### src/rtl/rpo_consts.svh
// Constants of the receive parallel output block: offsets, fields, codes.
// Assumes inclusion by bare name from the package and the design modules.
`ifndef RPO_CONSTS_SVH
`define RPO_CONSTS_SVH

// Register byte offsets
`define RPO_OFF_CTRL      8'h00
`define RPO_OFF_STATUS    8'h04
`define RPO_OFF_MASK      8'h08
`define RPO_OFF_LIVE      8'h0C
`define RPO_OFF_ORDCNT    8'h10

// Control register fields
`define RPO_CTRL_W        5
`define RPO_CTRL_DWORD    0
`define RPO_CTRL_DESER    1
`define RPO_CTRL_ORDEN    2
`define RPO_CTRL_RXCK     3
`define RPO_CTRL_TXCK     4
`define RPO_CTRL_RESET    5'h00

// Status and mask fields
`define RPO_ST_W          4
`define RPO_ST_ORD        0
`define RPO_ST_DEL        1
`define RPO_ST_INS        2
`define RPO_ST_OVF        3
`define RPO_MASK_RESET    4'h0

// Rate-match codes
`define RPO_RM_NORMAL     2'b00
`define RPO_RM_DEL        2'b01
`define RPO_RM_INS        2'b10
`define RPO_RM_OVF        2'b11

// Output word layout
`define RPO_WD_DATA_LSB   0
`define RPO_WD_CTL        8
`define RPO_WD_RM_LSB     13
`define RPO_WD_RD         15

// Live register layout
`define RPO_LIVE_RD_LSB   0
`define RPO_LIVE_K_LSB    4
`define RPO_LIVE_RM_LSB   8

`define RPO_ORDCNT_W      8
`define RPO_NUM_WORDS     4
`define RPO_WORD_W        16

`endif

### src/rtl/rpo_pkg.sv
// Types shared by the receive parallel output modules.
// Assumes rpo_consts.svh is on the include path.
`include "rpo_consts.svh"
package rpo_pkg;

    typedef struct packed {
        logic [1:0] rm;
        logic       rd;
        logic       ctl;
        logic [7:0] data;
    } rpo_sym_t;

    typedef enum logic [1:0] {
        ORD_IDLE = 2'b00,
        ORD_RUN  = 2'b01,
        ORD_HOLD = 2'b11
    } rpo_ord_state_t;

    typedef struct packed {
        rpo_ord_state_t            st;
        logic                      req_d;
        logic                      pulse;
        logic [`RPO_ORDCNT_W-1:0]  cnt;
    } rpo_ord_st_t;

    typedef struct packed {
        logic [`RPO_CTRL_W-1:0]    ctrl;
        logic [`RPO_ST_W-1:0]      stat;
        logic [`RPO_ST_W-1:0]      mask;
        logic                      dp_wr;
        logic                      dp_rd;
        logic                      rd_done;
        logic [7:0]                dp_addr;
        logic [31:0]               rdata;
        logic                      have;
        logic                      swap;
        rpo_sym_t [1:0]            held;
        logic [63:0]               out_data;
        logic [3:0]                out_k;
        logic [3:0]                out_rd;
        logic                      stb;
        logic [3:0]                last_rm;
    } rpo_top_st_t;

endpackage : rpo_pkg

### src/rtl/rpo_ord_if.sv
// Interface between the output top and its byte-order request tracker.
// Assumes both ends run on the same parallel clock.
`timescale 1ns/100ps
`default_nettype none
`include "rpo_consts.svh"
interface rpo_ord_if;
    logic                      req;
    logic                      en;
    logic                      pulse;
    logic [`RPO_ORDCNT_W-1:0]  count;

    modport ctl (output req, output en, input pulse, input count);
    modport ord (input req, input en, output pulse, output count);
endinterface : rpo_ord_if
`default_nettype wire

### src/rtl/rpo_top.sv
// Receive parallel output stage: packs decoded symbols onto the fabric
// bus with per-word flags, byte ordering and an AHB-Lite register file.
// Assumes hclk is the recovered parallel clock and the decoder inputs
// are synchronous to it; dec_valid marks one symbol beat.
//
// The placing of the registers and the AHB-Lite slave port were chosen for this implementation.
`timescale 1ns/100ps
`default_nettype none
`include "rpo_consts.svh"
module rpo_top
    import rpo_pkg::*;
#(
    parameter int NUM_WORDS = `RPO_NUM_WORDS,
    parameter int WORD_W    = `RPO_WORD_W
)
(
    input  wire logic         hclk,
    input  wire logic         hresetn,
    input  wire logic         hsel,
    input  wire logic [31:0]  haddr,
    input  wire logic [1:0]   htrans,
    input  wire logic         hwrite,
    input  wire logic [2:0]   hsize,
    input  wire logic [31:0]  hwdata,
    input  wire logic         hready,
    output logic              hreadyout,
    output logic              hresp,
    output logic [31:0]       hrdata,
    input  wire logic         dec_valid,
    input  wire logic [15:0]  dec_data,
    input  wire logic [1:0]   dec_ctl,
    input  wire logic [1:0]   dec_rd,
    input  wire logic [3:0]   dec_rm,
    input  wire logic         byteord_req,
    input  wire logic         rx_core_clk_in,
    input  wire logic         tx_core_clk_in,
    output logic              rx_pcs_clk,
    output logic              tx_pcs_clk,
    output logic [63:0]       rx_parallel_data,
    output logic [3:0]        rx_datak,
    output logic [3:0]        rx_runningdisp,
    output logic              rx_word_stb,
    output logic              irq
);

    if (NUM_WORDS != `RPO_NUM_WORDS || WORD_W != `RPO_WORD_W) begin : g_chk
        $error("rpo_top supports four 16-bit words only");
    end

    rpo_top_st_t st_ff;
    rpo_top_st_t nxt_st;

    rpo_ord_if ordc ();

    rpo_byteord u_byteord (
        .hclk    (hclk),
        .hresetn (hresetn),
        .ordp    (ordc)
    );

    // Configuration decode
    logic dword;
    logic deser;

    assign dword = st_ff.ctrl[`RPO_CTRL_DWORD];
    assign deser = st_ff.ctrl[`RPO_CTRL_DESER];

    assign ordc.req = byteord_req;
    assign ordc.en  = st_ff.ctrl[`RPO_CTRL_ORDEN];

    // Core clock selection; the caller must switch the select only while
    // both clocks are quiet, as this plain mux is not glitch free.
    assign rx_pcs_clk = st_ff.ctrl[`RPO_CTRL_RXCK] ? rx_core_clk_in
                                                    : hclk;
    assign tx_pcs_clk = st_ff.ctrl[`RPO_CTRL_TXCK] ? tx_core_clk_in
                                                    : hclk;

    // Current beat, one symbol per lane
    rpo_sym_t [1:0] raw;
    rpo_sym_t [1:0] cur;

    always_comb begin
        raw[0].rm   = dec_rm[1:0];
        raw[0].rd   = dec_rd[0];
        raw[0].ctl  = dec_ctl[0];
        raw[0].data = dec_data[7:0];
        raw[1].rm   = dec_rm[3:2];
        raw[1].rd   = dec_rd[1];
        raw[1].ctl  = dec_ctl[1];
        raw[1].data = dec_data[15:8];
        // Lane swap is the byte-order step when no pairing of beats exists and dword is set
        if (st_ff.swap && dword && !deser) begin
            cur[0] = raw[1];
            cur[1] = raw[0];
        end else begin
            cur = raw;
        end
    end

    // With the deserializer, two beats make one output word group, so the
    // bus updates at half the beat rate.
    logic load;

    assign load = deser ? (dec_valid & st_ff.have) : dec_valid;

    // Per-word source selection and packing
    logic [NUM_WORDS-1:0]        w_on;
    logic [NUM_WORDS-1:0]        w_k;
    logic [NUM_WORDS-1:0]        w_rd;
    logic [NUM_WORDS*WORD_W-1:0] w_bits;

    for (genvar i = 0; i < NUM_WORDS; i++) begin : g_word
        rpo_sym_t         s;
        logic             on;
        logic [WORD_W-1:0] b;

        always_comb begin
            case (i)
                0: begin
                    s  = deser ? st_ff.held[0] : cur[0];
                    on = 1'b1;
                end
                1: begin
                    s  = deser ? st_ff.held[1] : cur[1];
                    on = dword;
                end
                2: begin
                    s  = cur[0];
                    on = deser;
                end
                default: begin
                    s  = cur[1];
                    on = deser & dword;
                end
            endcase
            b = '0;
            b[`RPO_WD_DATA_LSB +: 8] = s.data;
            b[`RPO_WD_CTL]           = s.ctl;
            b[`RPO_WD_RM_LSB +: 2]   = s.rm;
            b[`RPO_WD_RD]            = s.rd;
            if (!on) begin
                b = '0;
            end
        end

        assign w_on[i]                  = on;
        assign w_k[i]                   = on & s.ctl;
        assign w_rd[i]                  = on & s.rd;
        assign w_bits[i*WORD_W +: WORD_W] = b;
    end

    // Rate-match events over the lanes that carry data this beat
    logic [`RPO_ST_W-1:0] ev;
    logic                 lane1_on;

    assign lane1_on = dword;

    always_comb begin
        ev = '0;
        ev[`RPO_ST_ORD] = ordc.pulse;
        if (dec_valid) begin
            if (raw[0].rm == `RPO_RM_DEL ||
                (lane1_on && raw[1].rm == `RPO_RM_DEL)) begin
                ev[`RPO_ST_DEL] = 1'b1;
            end
            if (raw[0].rm == `RPO_RM_INS ||
                (lane1_on && raw[1].rm == `RPO_RM_INS)) begin
                ev[`RPO_ST_INS] = 1'b1;
            end
            if (raw[0].rm == `RPO_RM_OVF ||
                (lane1_on && raw[1].rm == `RPO_RM_OVF)) begin
                ev[`RPO_ST_OVF] = 1'b1;
            end
        end
    end

    // AHB-Lite address phase
    logic take;

    assign take = hsel & htrans[1] & hready;

    // Register read mux, used while a read waits one cycle
    logic [31:0] rmux;

    always_comb begin
        rmux = 32'h0000_0000;
        case (st_ff.dp_addr)
            `RPO_OFF_CTRL: begin
                rmux[`RPO_CTRL_W-1:0] = st_ff.ctrl;
            end
            `RPO_OFF_STATUS: begin
                rmux[`RPO_ST_W-1:0] = st_ff.stat;
            end
            `RPO_OFF_MASK: begin
                rmux[`RPO_ST_W-1:0] = st_ff.mask;
            end
            `RPO_OFF_LIVE: begin
                rmux[`RPO_LIVE_RD_LSB +: 4] = st_ff.out_rd;
                rmux[`RPO_LIVE_K_LSB +: 4]  = st_ff.out_k;
                rmux[`RPO_LIVE_RM_LSB +: 4] = st_ff.last_rm;
            end
            `RPO_OFF_ORDCNT: begin
                rmux[`RPO_ORDCNT_W-1:0] = ordc.count;
            end
            default: begin
                rmux = 32'h0000_0000;
            end
        endcase
    end

    logic                 wr_ctrl;
    logic                 wr_stat;
    logic                 wr_mask;
    logic [`RPO_ST_W-1:0] clr;

    assign wr_ctrl = st_ff.dp_wr && st_ff.dp_addr == `RPO_OFF_CTRL;
    assign wr_stat = st_ff.dp_wr && st_ff.dp_addr == `RPO_OFF_STATUS;
    assign wr_mask = st_ff.dp_wr && st_ff.dp_addr == `RPO_OFF_MASK;
    assign clr     = wr_stat ? hwdata[`RPO_ST_W-1:0] : '0;

    always_comb begin
        nxt_st = st_ff;

        // Bus slave: writes in the data phase, reads take one wait cycle
        // so that a read right after a write sees the new value.
        if (st_ff.dp_rd && !st_ff.rd_done) begin
            nxt_st.rdata   = rmux;
            nxt_st.rd_done = 1'b1;
        end else begin
            nxt_st.dp_wr   = take & hwrite;
            nxt_st.dp_rd   = take & ~hwrite;
            nxt_st.rd_done = 1'b0;
            nxt_st.dp_addr = take ? {haddr[7:2], 2'b00} : st_ff.dp_addr;
        end
        if (wr_ctrl) begin
            nxt_st.ctrl = hwdata[`RPO_CTRL_W-1:0];
        end
        if (wr_mask) begin
            nxt_st.mask = hwdata[`RPO_ST_W-1:0];
        end
        // Write-one-to-clear, a new event in the same cycle wins
        nxt_st.stat = (st_ff.stat & ~clr) | ev;

        // Datapath
        nxt_st.stb = load;
        if (load) begin
            nxt_st.out_data = w_bits;
            nxt_st.out_k    = w_k;
            nxt_st.out_rd   = w_rd;
        end
        if (dec_valid) begin
            nxt_st.last_rm = dec_rm;
        end
        if (deser && dec_valid) begin
            if (st_ff.have) begin
                nxt_st.have = 1'b0;
            end else begin
                nxt_st.held = cur;
                nxt_st.have = 1'b1;
            end
        end
        if (!deser) begin
            nxt_st.have = 1'b0;
        end

        // Byte ordering: with pairing of beats it restarts the pairing so
        // the current beat leads; otherwise it toggles the lane swap, which applies only with dword set.
        if (ordc.pulse) begin
            if (deser) begin
                nxt_st.have = dec_valid;
                nxt_st.held = cur;
                nxt_st.stb  = 1'b0;
            end else begin
                nxt_st.swap = ~st_ff.swap;
            end
        end
    end

    always_ff @(posedge hclk or negedge hresetn) begin
        if (!hresetn) begin
            st_ff          <= '0;
            st_ff.ctrl     <= `RPO_CTRL_RESET;
            st_ff.mask     <= `RPO_MASK_RESET;
        end else begin
            st_ff <= nxt_st;
        end
    end

    // Outputs; every driven word is valid, the consumer has no back
    // pressure, so there is no ready input.
    assign rx_parallel_data = st_ff.out_data;
    assign rx_datak         = st_ff.out_k;
    assign rx_runningdisp   = st_ff.out_rd;
    assign rx_word_stb      = st_ff.stb;
    assign hreadyout        = ~(st_ff.dp_rd & ~st_ff.rd_done);
    assign hresp            = 1'b0;
    assign hrdata           = st_ff.rdata;
    assign irq              = |(st_ff.stat & st_ff.mask);

endmodule : rpo_top
`default_nettype wire

### src/rtl/rpo_byteord.sv
// Byte-order request tracker: one ordering pulse per request assertion.
// Assumes the request is synchronous to hclk.
`timescale 1ns/100ps
`default_nettype none
`include "rpo_consts.svh"
module rpo_byteord
    import rpo_pkg::*;
(
    input  wire logic  hclk,
    input  wire logic  hresetn,
    rpo_ord_if.ord     ordp
);

    rpo_ord_st_t st_ff;
    rpo_ord_st_t nxt_st;
    logic        rise;

    assign rise = ordp.req & ~st_ff.req_d;

    always_comb begin
        nxt_st       = st_ff;
        nxt_st.req_d = ordp.req;
        nxt_st.pulse = 1'b0;
        case (st_ff.st)
            ORD_IDLE: begin
                if (rise && ordp.en) begin
                    nxt_st.st    = ORD_RUN;
                    nxt_st.pulse = 1'b1;
                    nxt_st.cnt   = st_ff.cnt + 1'b1;
                end
            end
            ORD_RUN: begin
                nxt_st.st = ORD_HOLD;
            end
            ORD_HOLD: begin
                // Holding the request does not repeat it
                if (!ordp.req) begin
                    nxt_st.st = ORD_IDLE;
                end
            end
            default: begin
                nxt_st.st = ORD_IDLE;
            end
        endcase
    end

    always_ff @(posedge hclk or negedge hresetn) begin
        if (!hresetn) begin
            st_ff <= '{st: ORD_IDLE, req_d: 1'b0, pulse: 1'b0, cnt: '0};
        end else begin
            st_ff <= nxt_st;
        end
    end

    assign ordp.pulse = st_ff.pulse;
    assign ordp.count = st_ff.cnt;

endmodule : rpo_byteord
`default_nettype wire

### config.mk
export PLATFORM = sky130hd
export DESIGN_NAME = rpo_top
export DESIGN_NICKNAME = d
export VERILOG_FILES = /design/src/rtl/rpo_pkg.sv /design/src/rtl/rpo_ord_if.sv /design/src/rtl/rpo_top.sv /design/src/rtl/rpo_byteord.sv
export VERILOG_INCLUDE_DIRS = /design/src /design/src/rtl
export SDC_FILE = /design/constraint.sdc
export NUM_CORES = 1
export LEC_CHECK = 0
export BUFFER_PORTS_ARGS = -buffer_cell sky130_fd_sc_hd__buf_2
export CAP_MARGIN = 20
export CORE_AREA = 2 2 152 154
export CTS_BUF_LIST = sky130_fd_sc_hd__clkbuf_4 sky130_fd_sc_hd__clkbuf_8
export DETAILED_ROUTE_END_ITERATION = 8
export DIE_AREA = 0 0 154 156
export GPL_ROUTABILITY_DRIVEN = 0
export PLACE_DENSITY = 0.47
export SYNTH_ARGS = -nofsm -noshare
export SYNTH_HDL_FRONTEND = slang
export SYNTH_SLANG_ARGS = --single-unit
### constraint.sdc
create_clock -name hclk -period 4.05 [get_ports hclk]
set_input_delay 0.81 -clock hclk [delete_from_list [all_inputs] [get_ports hclk]]
set_output_delay 0.81 -clock hclk [all_outputs]
set_load 0.05 [all_outputs]
Word-level counts from Yosys, hierarchy flattened --
Cells that the tools add are included.
Word-level totals: flip-flop bits (word level) 145, bits of input ports 102, output and inout bits 110
Operators by class: $add $sub $neg 1, eq/ne operators 14, mux-type cells 35, bitwise gates (word level) 25, reductions and logical operators 23
Operators by type and width (count):
- two-way mux 24 bit | 4
- two-way mux 16 bit | 3
- two-way mux 26 bit | 1
- two-way mux 12 bit | 2
- one-hot mux 4 bit (5 select lines) | 1
- two-way mux 9 bit | 2
- AND 1 bit | 14
- two-way mux 1 bit | 14
- == test 6 x 2 -> 1 bit (second input constant) | 2
- logical AND 1 bit | 11
- == test 2 bit (second input constant) | 5
- adder 8 x 1 -> 8 bit (second input constant) | 1
- AND 4 bit | 2
- logical NOT 8 bit | 1
- two-way mux 4 bit | 2
- AND reduction 2 bit | 4
- NOT 1 bit | 7
- == test 2 x 1 -> 1 bit (second input constant) | 3
- == test 6 x 1 -> 1 bit (second input constant) | 1
- == test 6 x 3 -> 1 bit (second input constant) | 1
- one-hot mux 2 bit (3 select lines) | 1
- one-hot mux 3 bit (2 select lines) | 1
- two-way mux 2 bit | 2
- NOT 4 bit | 1
- 9 further kinds | 12

Depth between registers and ports, before layout --
Gate-level depths: netlist (run 1).
depth in word-level cells 7, depth in mapped cells 5, mapped depth without buffers 4

By module --
Synthesis (run 1) repeated with hierarchy kept, for this count alone.
Second synthesis, totals: cell total of the unflattened synthesis 597, area total of the unflattened synthesis 6708.9 um2
Modules (own cells, without submodules):
- rpo_top | times used 1, cells an instance 551, area an instance 6130.9 um2, seq. area each 2827.7 um2
- rpo_byteord | times used 1, cells an instance 46, area an instance 578.1 um2, seq. area each 300.3 um2

==> results of run 1 <==
[registers in the layout, summed over array words and instances, names as in the netlist]
register,flops
st_ff,49
u_byteord.st_ff,3
rx_parallel_data,41
u_byteord.ordp.pulse,1
dword,1
deser,1
rx_word_stb,1
rx_runningdisp,3
ordc.en,1
hrdata,12
u_byteord.ordp.count,8
rx_datak,4
[area by class of cell]
class | count | share of cell area, %
multi-input cells | 342 | 35.7
clock buffers | 26 | 4.36
well taps | 285 | 4.83
inverters | 18 | 0.916
repair buffers | 123 | 8.82
clock inverters | 12 | 2.95
flip-flops and latches | 125 | 42.4
diodes | 2 | 0.0678
[per-layer routing]
layer | vias to the layer above | track usage (%) | routed length [um]
li1 | 2073 | - | -
met1 | 2195 | 19.9 | 7970
met2 | 147 | 21.6 | 7790
met3 | 17 | 4.03 | 891
met4 | 0 | 5.07 | 259
met5 | - | 0 | 0
[how the worst max path moves through the flow]
stage	slack [ns]	end	depth (start not counted)	from
final	0.53	rx_pcs_clk	4	hclk
after global placement	0.78	rx_pcs_clk	2	hclk
after detailed placement	0.78	rx_pcs_clk	2	hclk
after global routing	0.51	rx_pcs_clk	4	hclk
after floorplan	0.84	rx_pcs_clk	1	hclk
after CTS	0.52	rx_pcs_clk	4	hclk
[cells by family (layout without fill, tap and decap cells)]
| group | count (synthesis) | after routing |
|---|---|---|
| other | 1 | 39 |
| buffers and inverters | 156 | 179 |
| adders and majority gates | 1 | 1 |
| DFF | 125 | 125 |
| AOI/OAI and AO/OA | 118 | 118 |
| muxes | 76 | 76 |
| xor gates and xnor gates | 9 | 9 |
| and+or+nand+nor | 101 | 101 |
[cells in the mapped netlist (7+ instances only)]
| cell | count |
|---|---|
| dfrtp_1 | 125 |
| nor2_1 | 13 |
| and3b_1 | 8 |
| nand4_1 | 13 |
| mux2i_1 | 24 |
| a21oi_1 | 12 |
| clkbuf_1 | 15 |
| o2bb2ai_1 | 22 |
| inv_1 | 16 |
| nand2_1 | 16 |
| o211ai_1 | 22 |
| mux2_2 | 42 |
| mux2_1 | 10 |
| a221oi_2 | 10 |
| a22o_1 | 19 |
| buf_2 | 13 |
| buf_4 | 107 |
| o21ai_0 | 16 |
| nand3_1 | 7 |
| nor2b_1 | 14 |
[cells in the final DEF (no fill, tap or decap), types with 3 or more instances in the layout]
cell	instances
buf_2	116
o21ai_0	16
o2bb2ai_1	22
nand4_1	13
bufinv_16	6
dfrtp_1	125
clkinv_2	3
a21oi_1	12
conb_1	37
a221o_1	6
o211ai_1	22
inv_1	16
mux2_1	10
nand3_1	7
a221oi_2	10
clkbuf_4	3
a22o_1	19
mux2_2	42
buf_4	8
and3b_1	8
clkinvlp_4	3
nor2b_1	14
nor3_1	4
and2_1	4
a22oi_1	6
clkbuf_8	21
xnor2_1	3
mux2i_1	24
xor2_1	6
nor2_1	13
nand2b_1	4
nand2_1	16
[stage by stage]
stage | util [%] | instances | total power, uW
final | 33.0 | 933 | 5750
after global routing | 33.0 | 932 | 6090
after CTS | 32.9 | 930 | 5810
after detailed placement | 30.6 | 894 | 4380
after global placement | 30.6 | 894 | 4340
after floorplan | - | 623 | 4120
[power by group through the flow]
stage / Sequential (uW) / Combinational, uW / Clock [uW]
finish: 2050 / 2220 / 1480
global route: 2120 / 2380 / 1590
CTS: 2060 / 2240 / 1520
detailed placement: 2080 / 2230 / 66.3
global placement: 2060 / 2210 / 66.3
floorplan: 1900 / 2160 / 66.1
==> impl_metrics.tcl, run 1 <==
set metrics [dict create \
    status "completed" \
    synth_xor_area_share_pct 1.19 \
    dr.pass1.iters 4 \
    yosys-top-cells-area "dfrtp_1 47%, buf_4 12%, mux2_2 7.1%" \
    crit_family "buffers and inverters" \
    p_sw_share_pct 43.0 \
    critPathMostFrequentCell "clkbuf_8" \
    p_leak_uw 0.00353 \
    yosys.cell_types.count 48 \
    min_path_type "primary input to async pin" \
    placed_area_um2 6840 \
    setup_tns_ns 0 \
    core_um2 22400 \
    area_growth_pct 11.2 \
    r2r-end "st_ff[78]" \
    pwr_density_cell_nw_per_um2 780 \
    slew_viol_final 0 \
    max_slew.worst_pin.slew_ns 0.851 \
    die_w_um 154 \
    fin_nets 736 \
    slowest_stage "mux2_2" \
    crit_arrival_ns 2.71 \
    synth_top_family_by_area "buffers and inverters" \
    vias 4432 \
    worstSetupStartpointType "clock port" \
    cts.repair.resized 0 \
    r2r_start "deser" \
    antenna_found_initial 2 \
    cp-end-kind "output port" \
    rsz0062_at_grt "no" \
    worstPathRequired_ns 3.24 \
    grt_max_degree 77 \
    cap_violations 0 \
    syn_inst 587 \
    die-area_um2 24000 \
    fillers 2221 \
    synth.mux.area_fraction_pct 12.4 \
    slowest_delay_ns 0.25 \
    synth_top_area_share_pct 47.2 \
    synth_ff_type "dfrtp_1" \
    reg2reg_slack_ns 1.45 \
    routed_wl_mm 16.9 \
    grt_pass1_vias 4477 \
    synthesis.area_um2 6630 \
    seqCellArea_um2 3130 \
    synthArstFlopShare_pct 100 \
    setup_ws_ns 0.527 \
    final_antenna_net_count 0 \
    hold_ws_ns 0.306 \
    postCtsHoldBufs 0 \
    clk_pin_slew_ns 0.07 \
    ios 212 \
    synth-compound-area-share_pct 14.4 \
    fin_area_um2 7380 \
    synth_simple_gate_area_share_pct 9.28 \
    via_per_inst 4.75 \
    synth-seq-area-share_pct 47.2 \
    cp.buffers_inverters 3 \
    drt_iter0_markers 320 \
    insertion_delay_ns 0.53 \
    critical_path_class "clock port to output port" \
    seq_power_share_pct 35.6 \
    synth_edf_count 0 \
    cp_max_fo 2 \
    synthAdderAreaFrac_pct 0.189 \
    rows 55 \
    synth_area_leader_cell "dfrtp_1" \
    syn_area_per_cell_um2 11.3 \
    pre_cts_ws_ns 0.776 \
    remaining_drc_errors 0 \
    initial_utilization_pct 29.7 \
    wl_per_cell_um 18.1 \
    cts_tree "done" \
    max-vdd-ir-drop_v 0.000266 \
    die_h_um 156 \
    p_switching_uw 2470 \
    power_frac_comb_pct 38.6 \
    grt_pass1_wl_mm 26.4 \
    grt.total_usage_pct 14.4 \
    cts_setup_buffers 0 \
    ys_warn_count 0 \
    drive_above_1_share_pct 33.9 \
    clock_power_share_pct 25.8 \
    grt-ovfl-total 0 \
    relSlewSlack_pct 43.3 \
    ys_ff_latch 125 \
    crit_chain "clkbuf_8 -> clkbuf_8 -> mux2_2 -> buf_2" \
    r2r_cells 5 \
    numPortBuffers 117 \
    skew_ns 0.00974 \
    finalSetupViolations 0 \
    hold_viol_final 0 \
    dpl.hpwl_mm 11.9 \
    internal_power_uw 3280 \
    multi_input_area_um2 2630 \
]
No activity file was read; power rests on OpenSTA's default activity.
==> inputs of run 2 (changes only) <==
CTS_CLUSTER_DIAMETER = 30   (was not set)
clock period = 3.25 ns   (was 4.05 ns; I/O delays follow)
==> run 2 against run 1 <==
Die area is the same. Combinational power grew 26%. Register-to-register slack lost 0.49 ns. Critical endpoint unchanged.
==> impl_metrics.tcl, run 2 (synthesis results as in run 1) <==
set metrics [dict create \
    rows 55 \
    wl_per_cell_um 18.4 \
    postCtsHoldBufs 0 \
    total_power_uw 7040 \
    setup_tns_ns 0 \
    cp_max_fo 2 \
    cts_setup_buffers 0 \
    routed_wl_mm 17.2 \
    dr.pass1.iters 4 \
    clk_pin_slew_ns 0.08 \
    cts_tree "done" \
    numPortBuffers 117 \
    p_leak_uw 0.00352 \
    drive_above_1_share_pct 34.4 \
    die-area_um2 24000 \
    relSlewSlack_pct 47.0 \
    dpl.hpwl_mm 12.2 \
    grt.total_usage_pct 14.6 \
    final_antenna_net_count 0 \
    status "completed" \
    fin_nets 741 \
    min_path_type "primary input to async pin" \
    cp-end-kind "output port" \
    insertion_delay_ns 0.55 \
    die_w_um 154 \
    rsz0062_at_grt "no" \
    finalSetupViolations 0 \
    ios 212 \
    crit_arrival_ns 2.32 \
    grt_pass1_wl_mm 26.9 \
    via_per_inst 4.88 \
    largest_register_ffs 49 \
    slew_viol_final 0 \
    pwr_density_cell_nw_per_um2 958 \
    final_util_pct 32.9 \
    regMostFlops "st_ff" \
    hold_viol_final 0 \
    grt_max_degree 49 \
    skew_ns 0.0127 \
    cts.repair.resized 0 \
    grt_pass1_vias 4538 \
    grt-ovfl-total 0 \
    drt_iter0_markers 365 \
    worstSetupStartpointType "clock port" \
    die_h_um 156 \
    worstPathRequired_ns 2.60 \
    final_cell_mix "125 x dfrtp_1, 116 x buf_2, 42 x mux2_2, 37 x conb_1, 24 x mux2i_1" \
    initial_utilization_pct 29.7 \
    remaining_drc_errors 0 \
    cap_violations 0 \
    vias 4575 \
    area_growth_pct 10.9 \
    layout.cells.most_common "dfrtp_1" \
    antenna_found_initial 2 \
    core_um2 22400 \
    max_slew.worst_pin.slew_ns 0.793 \
    critical_path_class "clock port to output port" \
    max-vdd-ir-drop_v 0.000270 \
]
[run 2: cell count changes in the layout (fill, tap and decap cells not counted), moves of 2 or more]
cell	change
buf_4	+6
bufinv_16	-3
clkbuf_4	-3
clkbuf_8	+2
clkinv_4	+3
[run 2: path summary, 6_finish.rpt]
kind,startpoint,end,slack [ns],cells after the start
worst max register to register,st_ff[101],rx_parallel_data[3],0.96,3
worst min register to register,u_byteord.ordp.count[7],u_byteord.ordp.count[7],0.48,1
min in group hclk,byteord_req,u_byteord.st_ff[9],0.23,1
worst min-delay path,hresetn,u_byteord.ordp.count[1],0.13,1
worst max-delay path,hclk,rx_pcs_clk,0.28,4
max in group asynchronous,hresetn,hrdata[11],2.35,2
[run 2: where the power goes]
group,total (uW),leakage [uW],internal (uW),switching [uW]
clock network,1690,0.000249,930,763
logic,2790,0.00172,889,1900
registers,2560,0.00156,2070,495
total,7040,0.00352,3890,3160
[run 2: metal layers]
metal	track usage [%]	vias to the layer above	share of wire [%]
met5	0	-	0
met4	4.98	0	1.6
met3	4.42	23	5.6
met2	21.4	153	45
met1	20.4	2297	47
li1	-	2102	-
[run 2: final cells by class]
| class | instances | area, um^2 |
|---|---|---|
| multi-input combinational | 342 | 2630 |
| fill | 2268 | 15000 |
| sequential | 125 | 3130 |
| antenna | 2 | 5.00 |
| timing repair buffer | 128 | 676 |
| tap | 285 | 357 |
| inverter | 18 | 67.6 |
| clock inverter | 13 | 165 |
| clock buffer | 25 | 327 |
[run 2: worst max-delay path, stage by stage]
cell,delay (ns)
clkbuf_8,0.12
clkbuf_8,0.12
mux2_2,0.25
buf_2,0.21
[run 2: through the flow]
step / cell area [um^2] / std cells / setup slack, ns / hold slack (ns)
floorplan: 6770 / 623 / 0.604 / 0.354
global placement: 6870 / 900 / 0.536 / 0.464
detailed placement: 6870 / 900 / 0.536 / 0.464
CTS: 7350 / 936 / 0.274 / 0.131
global route: 7350 / 936 / 0.249 / 0.142
finish: 7350 / 938 / 0.282 / 0.126
==> inputs of run 3 (changes only) <==
BUFFER_PORTS_ARGS = not set   (was -buffer_cell sky130_fd_sc_hd__buf_2)
DONT_BUFFER_PORTS = 1   (was not set)
PLACE_DENSITY = 0.39   (was 0.47)
==> run 3 against run 2 <==
The run now ends with hold timing left. Critical path depth down 1. Sequential share of layout area grew 4.0 points. Register-to-register slack better by 0.11 ns. Total power down 5.6%. Largest cell class unchanged. Non-clock buffer count shrank 118. Sequential power increased by 39%. Final cell count shrank 13%. Hold slack lost 0.32 ns. Die area did not move.
==> impl_metrics.tcl, run 3 (synthesis results as in run 1) <==
set metrics [dict create \
    hold_viol_final 125 \
    slew_viol_final 0 \
    cts.repair.resized 0 \
    cp_max_fo 2 \
    worstPathRequired_ns 2.60 \
    area_growth_pct 1.26 \
    drive_above_1_share_pct 19.3 \
    via_per_inst 4.99 \
    wl_per_cell_um 21.8 \
    grt_pass1_wl_mm 26.8 \
    seq_power_share_pct 53.4 \
    dpl.hpwl_mm 12.0 \
    p_switching_uw 2970 \
    reg2reg_slack_ns 1.07 \
    numPortBuffers 0 \
    core_um2 22400 \
    hold_ws_ns -0.198 \
    grt-ovfl-total 0 \
    skew_ns 0.0145 \
    violations "hold timing" \
    ios 212 \
    dr.pass1.iters 4 \
    r2r-end "rx_runningdisp[0]" \
    die_h_um 156 \
    fillers 2283 \
    clk_pin_slew_ns 0.07 \
    crit_arrival_ns 2.25 \
    power_frac_comb_pct 21.8 \
    p_sw_share_pct 44.6 \
    largest_register_ffs 49 \
    remaining_drc_errors 0 \
    setup_ws_ns 0.349 \
    grt.total_usage_pct 15.1 \
    grt_pass1_vias 4045 \
    rsz0062_at_grt "no" \
    fin_area_um2 6720 \
    finalSetupViolations 0 \
    internal_power_uw 3680 \
    antenna_found_initial 0 \
    pre_cts_ws_ns 0.604 \
    cp-end-kind "output port" \
    placed_area_um2 6260 \
    setup_tns_ns 0 \
    status "finished, violations left" \
    worstSetupStartpointType "clock port" \
    final_cell_mix "125 x dfrtp_1, 42 x mux2_2, 37 x conb_1, 24 x mux2i_1, 24 x clkbuf_8" \
    min_path_type "primary input to async pin" \
    total_power_uw 6650 \
    r2r_start "deser" \
    r2r_cells 3 \
    startpoint "hclk" \
    regMostFlops "st_ff" \
    fin_nets 621 \
    max-vdd-ir-drop_v 0.000325 \
    insertion_delay_ns 0.55 \
    max_slew.worst_pin.slew_ns 1.05 \
    routed_wl_mm 17.7 \
    antenna_cells 0 \
    clock_power_share_pct 24.8 \
    pwr_density_cell_nw_per_um2 990 \
    cap_violations 0 \
    initial_utilization_pct 29.7 \
    relSlewSlack_pct 30.1 \
    die-area_um2 24000 \
    grt_max_degree 126 \
    final_antenna_net_count 0 \
    die_w_um 154 \
    critical_path_class "clock port to output port" \
    p_leak_uw 0.00298 \
    drt_iter0_markers 204 \
    cts_tree "done" \
    rows 55 \
    cts_setup_buffers 0 \
    vias 4064 \
    layout.cells.most_common "dfrtp_1" \
]
==> run 3: cell types whose count changed in the layout (fill, tap and decap cells not counted) <==
| cell | change |
|---|---|
| buf_2 | -116 |
| buf_4 | -4 |
| clkinv_2 | +3 |
| clkinv_4 | -3 |
| clkinvlp_4 | -4 |
| inv_6 | -1 |
| diode_2 | -2 |
| clkbuf_8 | +1 |
| clkbuf_4 | +2 |
==> run 3: how the worst max path moves through the flow <==
stage                            end  slack [ns]  depth (start not counted)
after global routing      tx_pcs_clk        0.34                          3
final                     rx_pcs_clk        0.35                          3
after global placement    rx_pcs_clk        0.60                          1
after CTS                 rx_pcs_clk        0.34                          3
after floorplan           rx_pcs_clk        0.60                          1
after detailed placement  rx_pcs_clk        0.60                          1
==> run 3: worst max-delay path, stage by stage <==
cell	delay [ns]
clkbuf_8	0.12
clkbuf_8	0.12
mux2_2	0.38
==> run 3: power groups by stage <==
stage	clock [uW]	combinational, uW	sequential [uW]
after floorplan	82.4	2690	2360
after global placement	82.4	1430	3590
after detailed placement	82.4	1460	3610
after CTS	1710	1460	3570
after global routing	1790	1590	3650
final	1650	1450	3550
==> run 3: layer usage <==
layer  track usage, %  share of wire (%)  vias up  routed length, um
met2             21.4                 43      137               7690
met1             20.3                 47     2074               8250
met3             7.14                8.9       20               1580
li1                 -                  -     1833                  -
met5                0                  0        -                  0
met4             4.81                1.2        0                210
==> run 3: cell type report <==
| class | instances | area [um^2] | share of cell area, % |
|---|---|---|---|
| tap | 285 | 357 | 5.31 |
| clock inverter | 8 | 115 | 1.71 |
| sequential | 125 | 3130 | 46.6 |
| timing repair buffer | 10 | 75.1 | 1.12 |
| inverter | 18 | 67.6 | 1.01 |
| clock buffer | 26 | 345 | 5.14 |
| multi-input combinational | 342 | 2630 | 39.2 |
==> run 3: stage by stage <==
stage / utilization, % / hold slack [ns] / cells
final: 30.0 / -0.198 / 814
after global routing: 30.0 / -0.252 / 814
after CTS: 30.0 / -0.240 / 814
after detailed placement: 28.0 / 0.361 / 780
after global placement: 28.0 / 0.362 / 780
after floorplan: - / 0.354 / 623
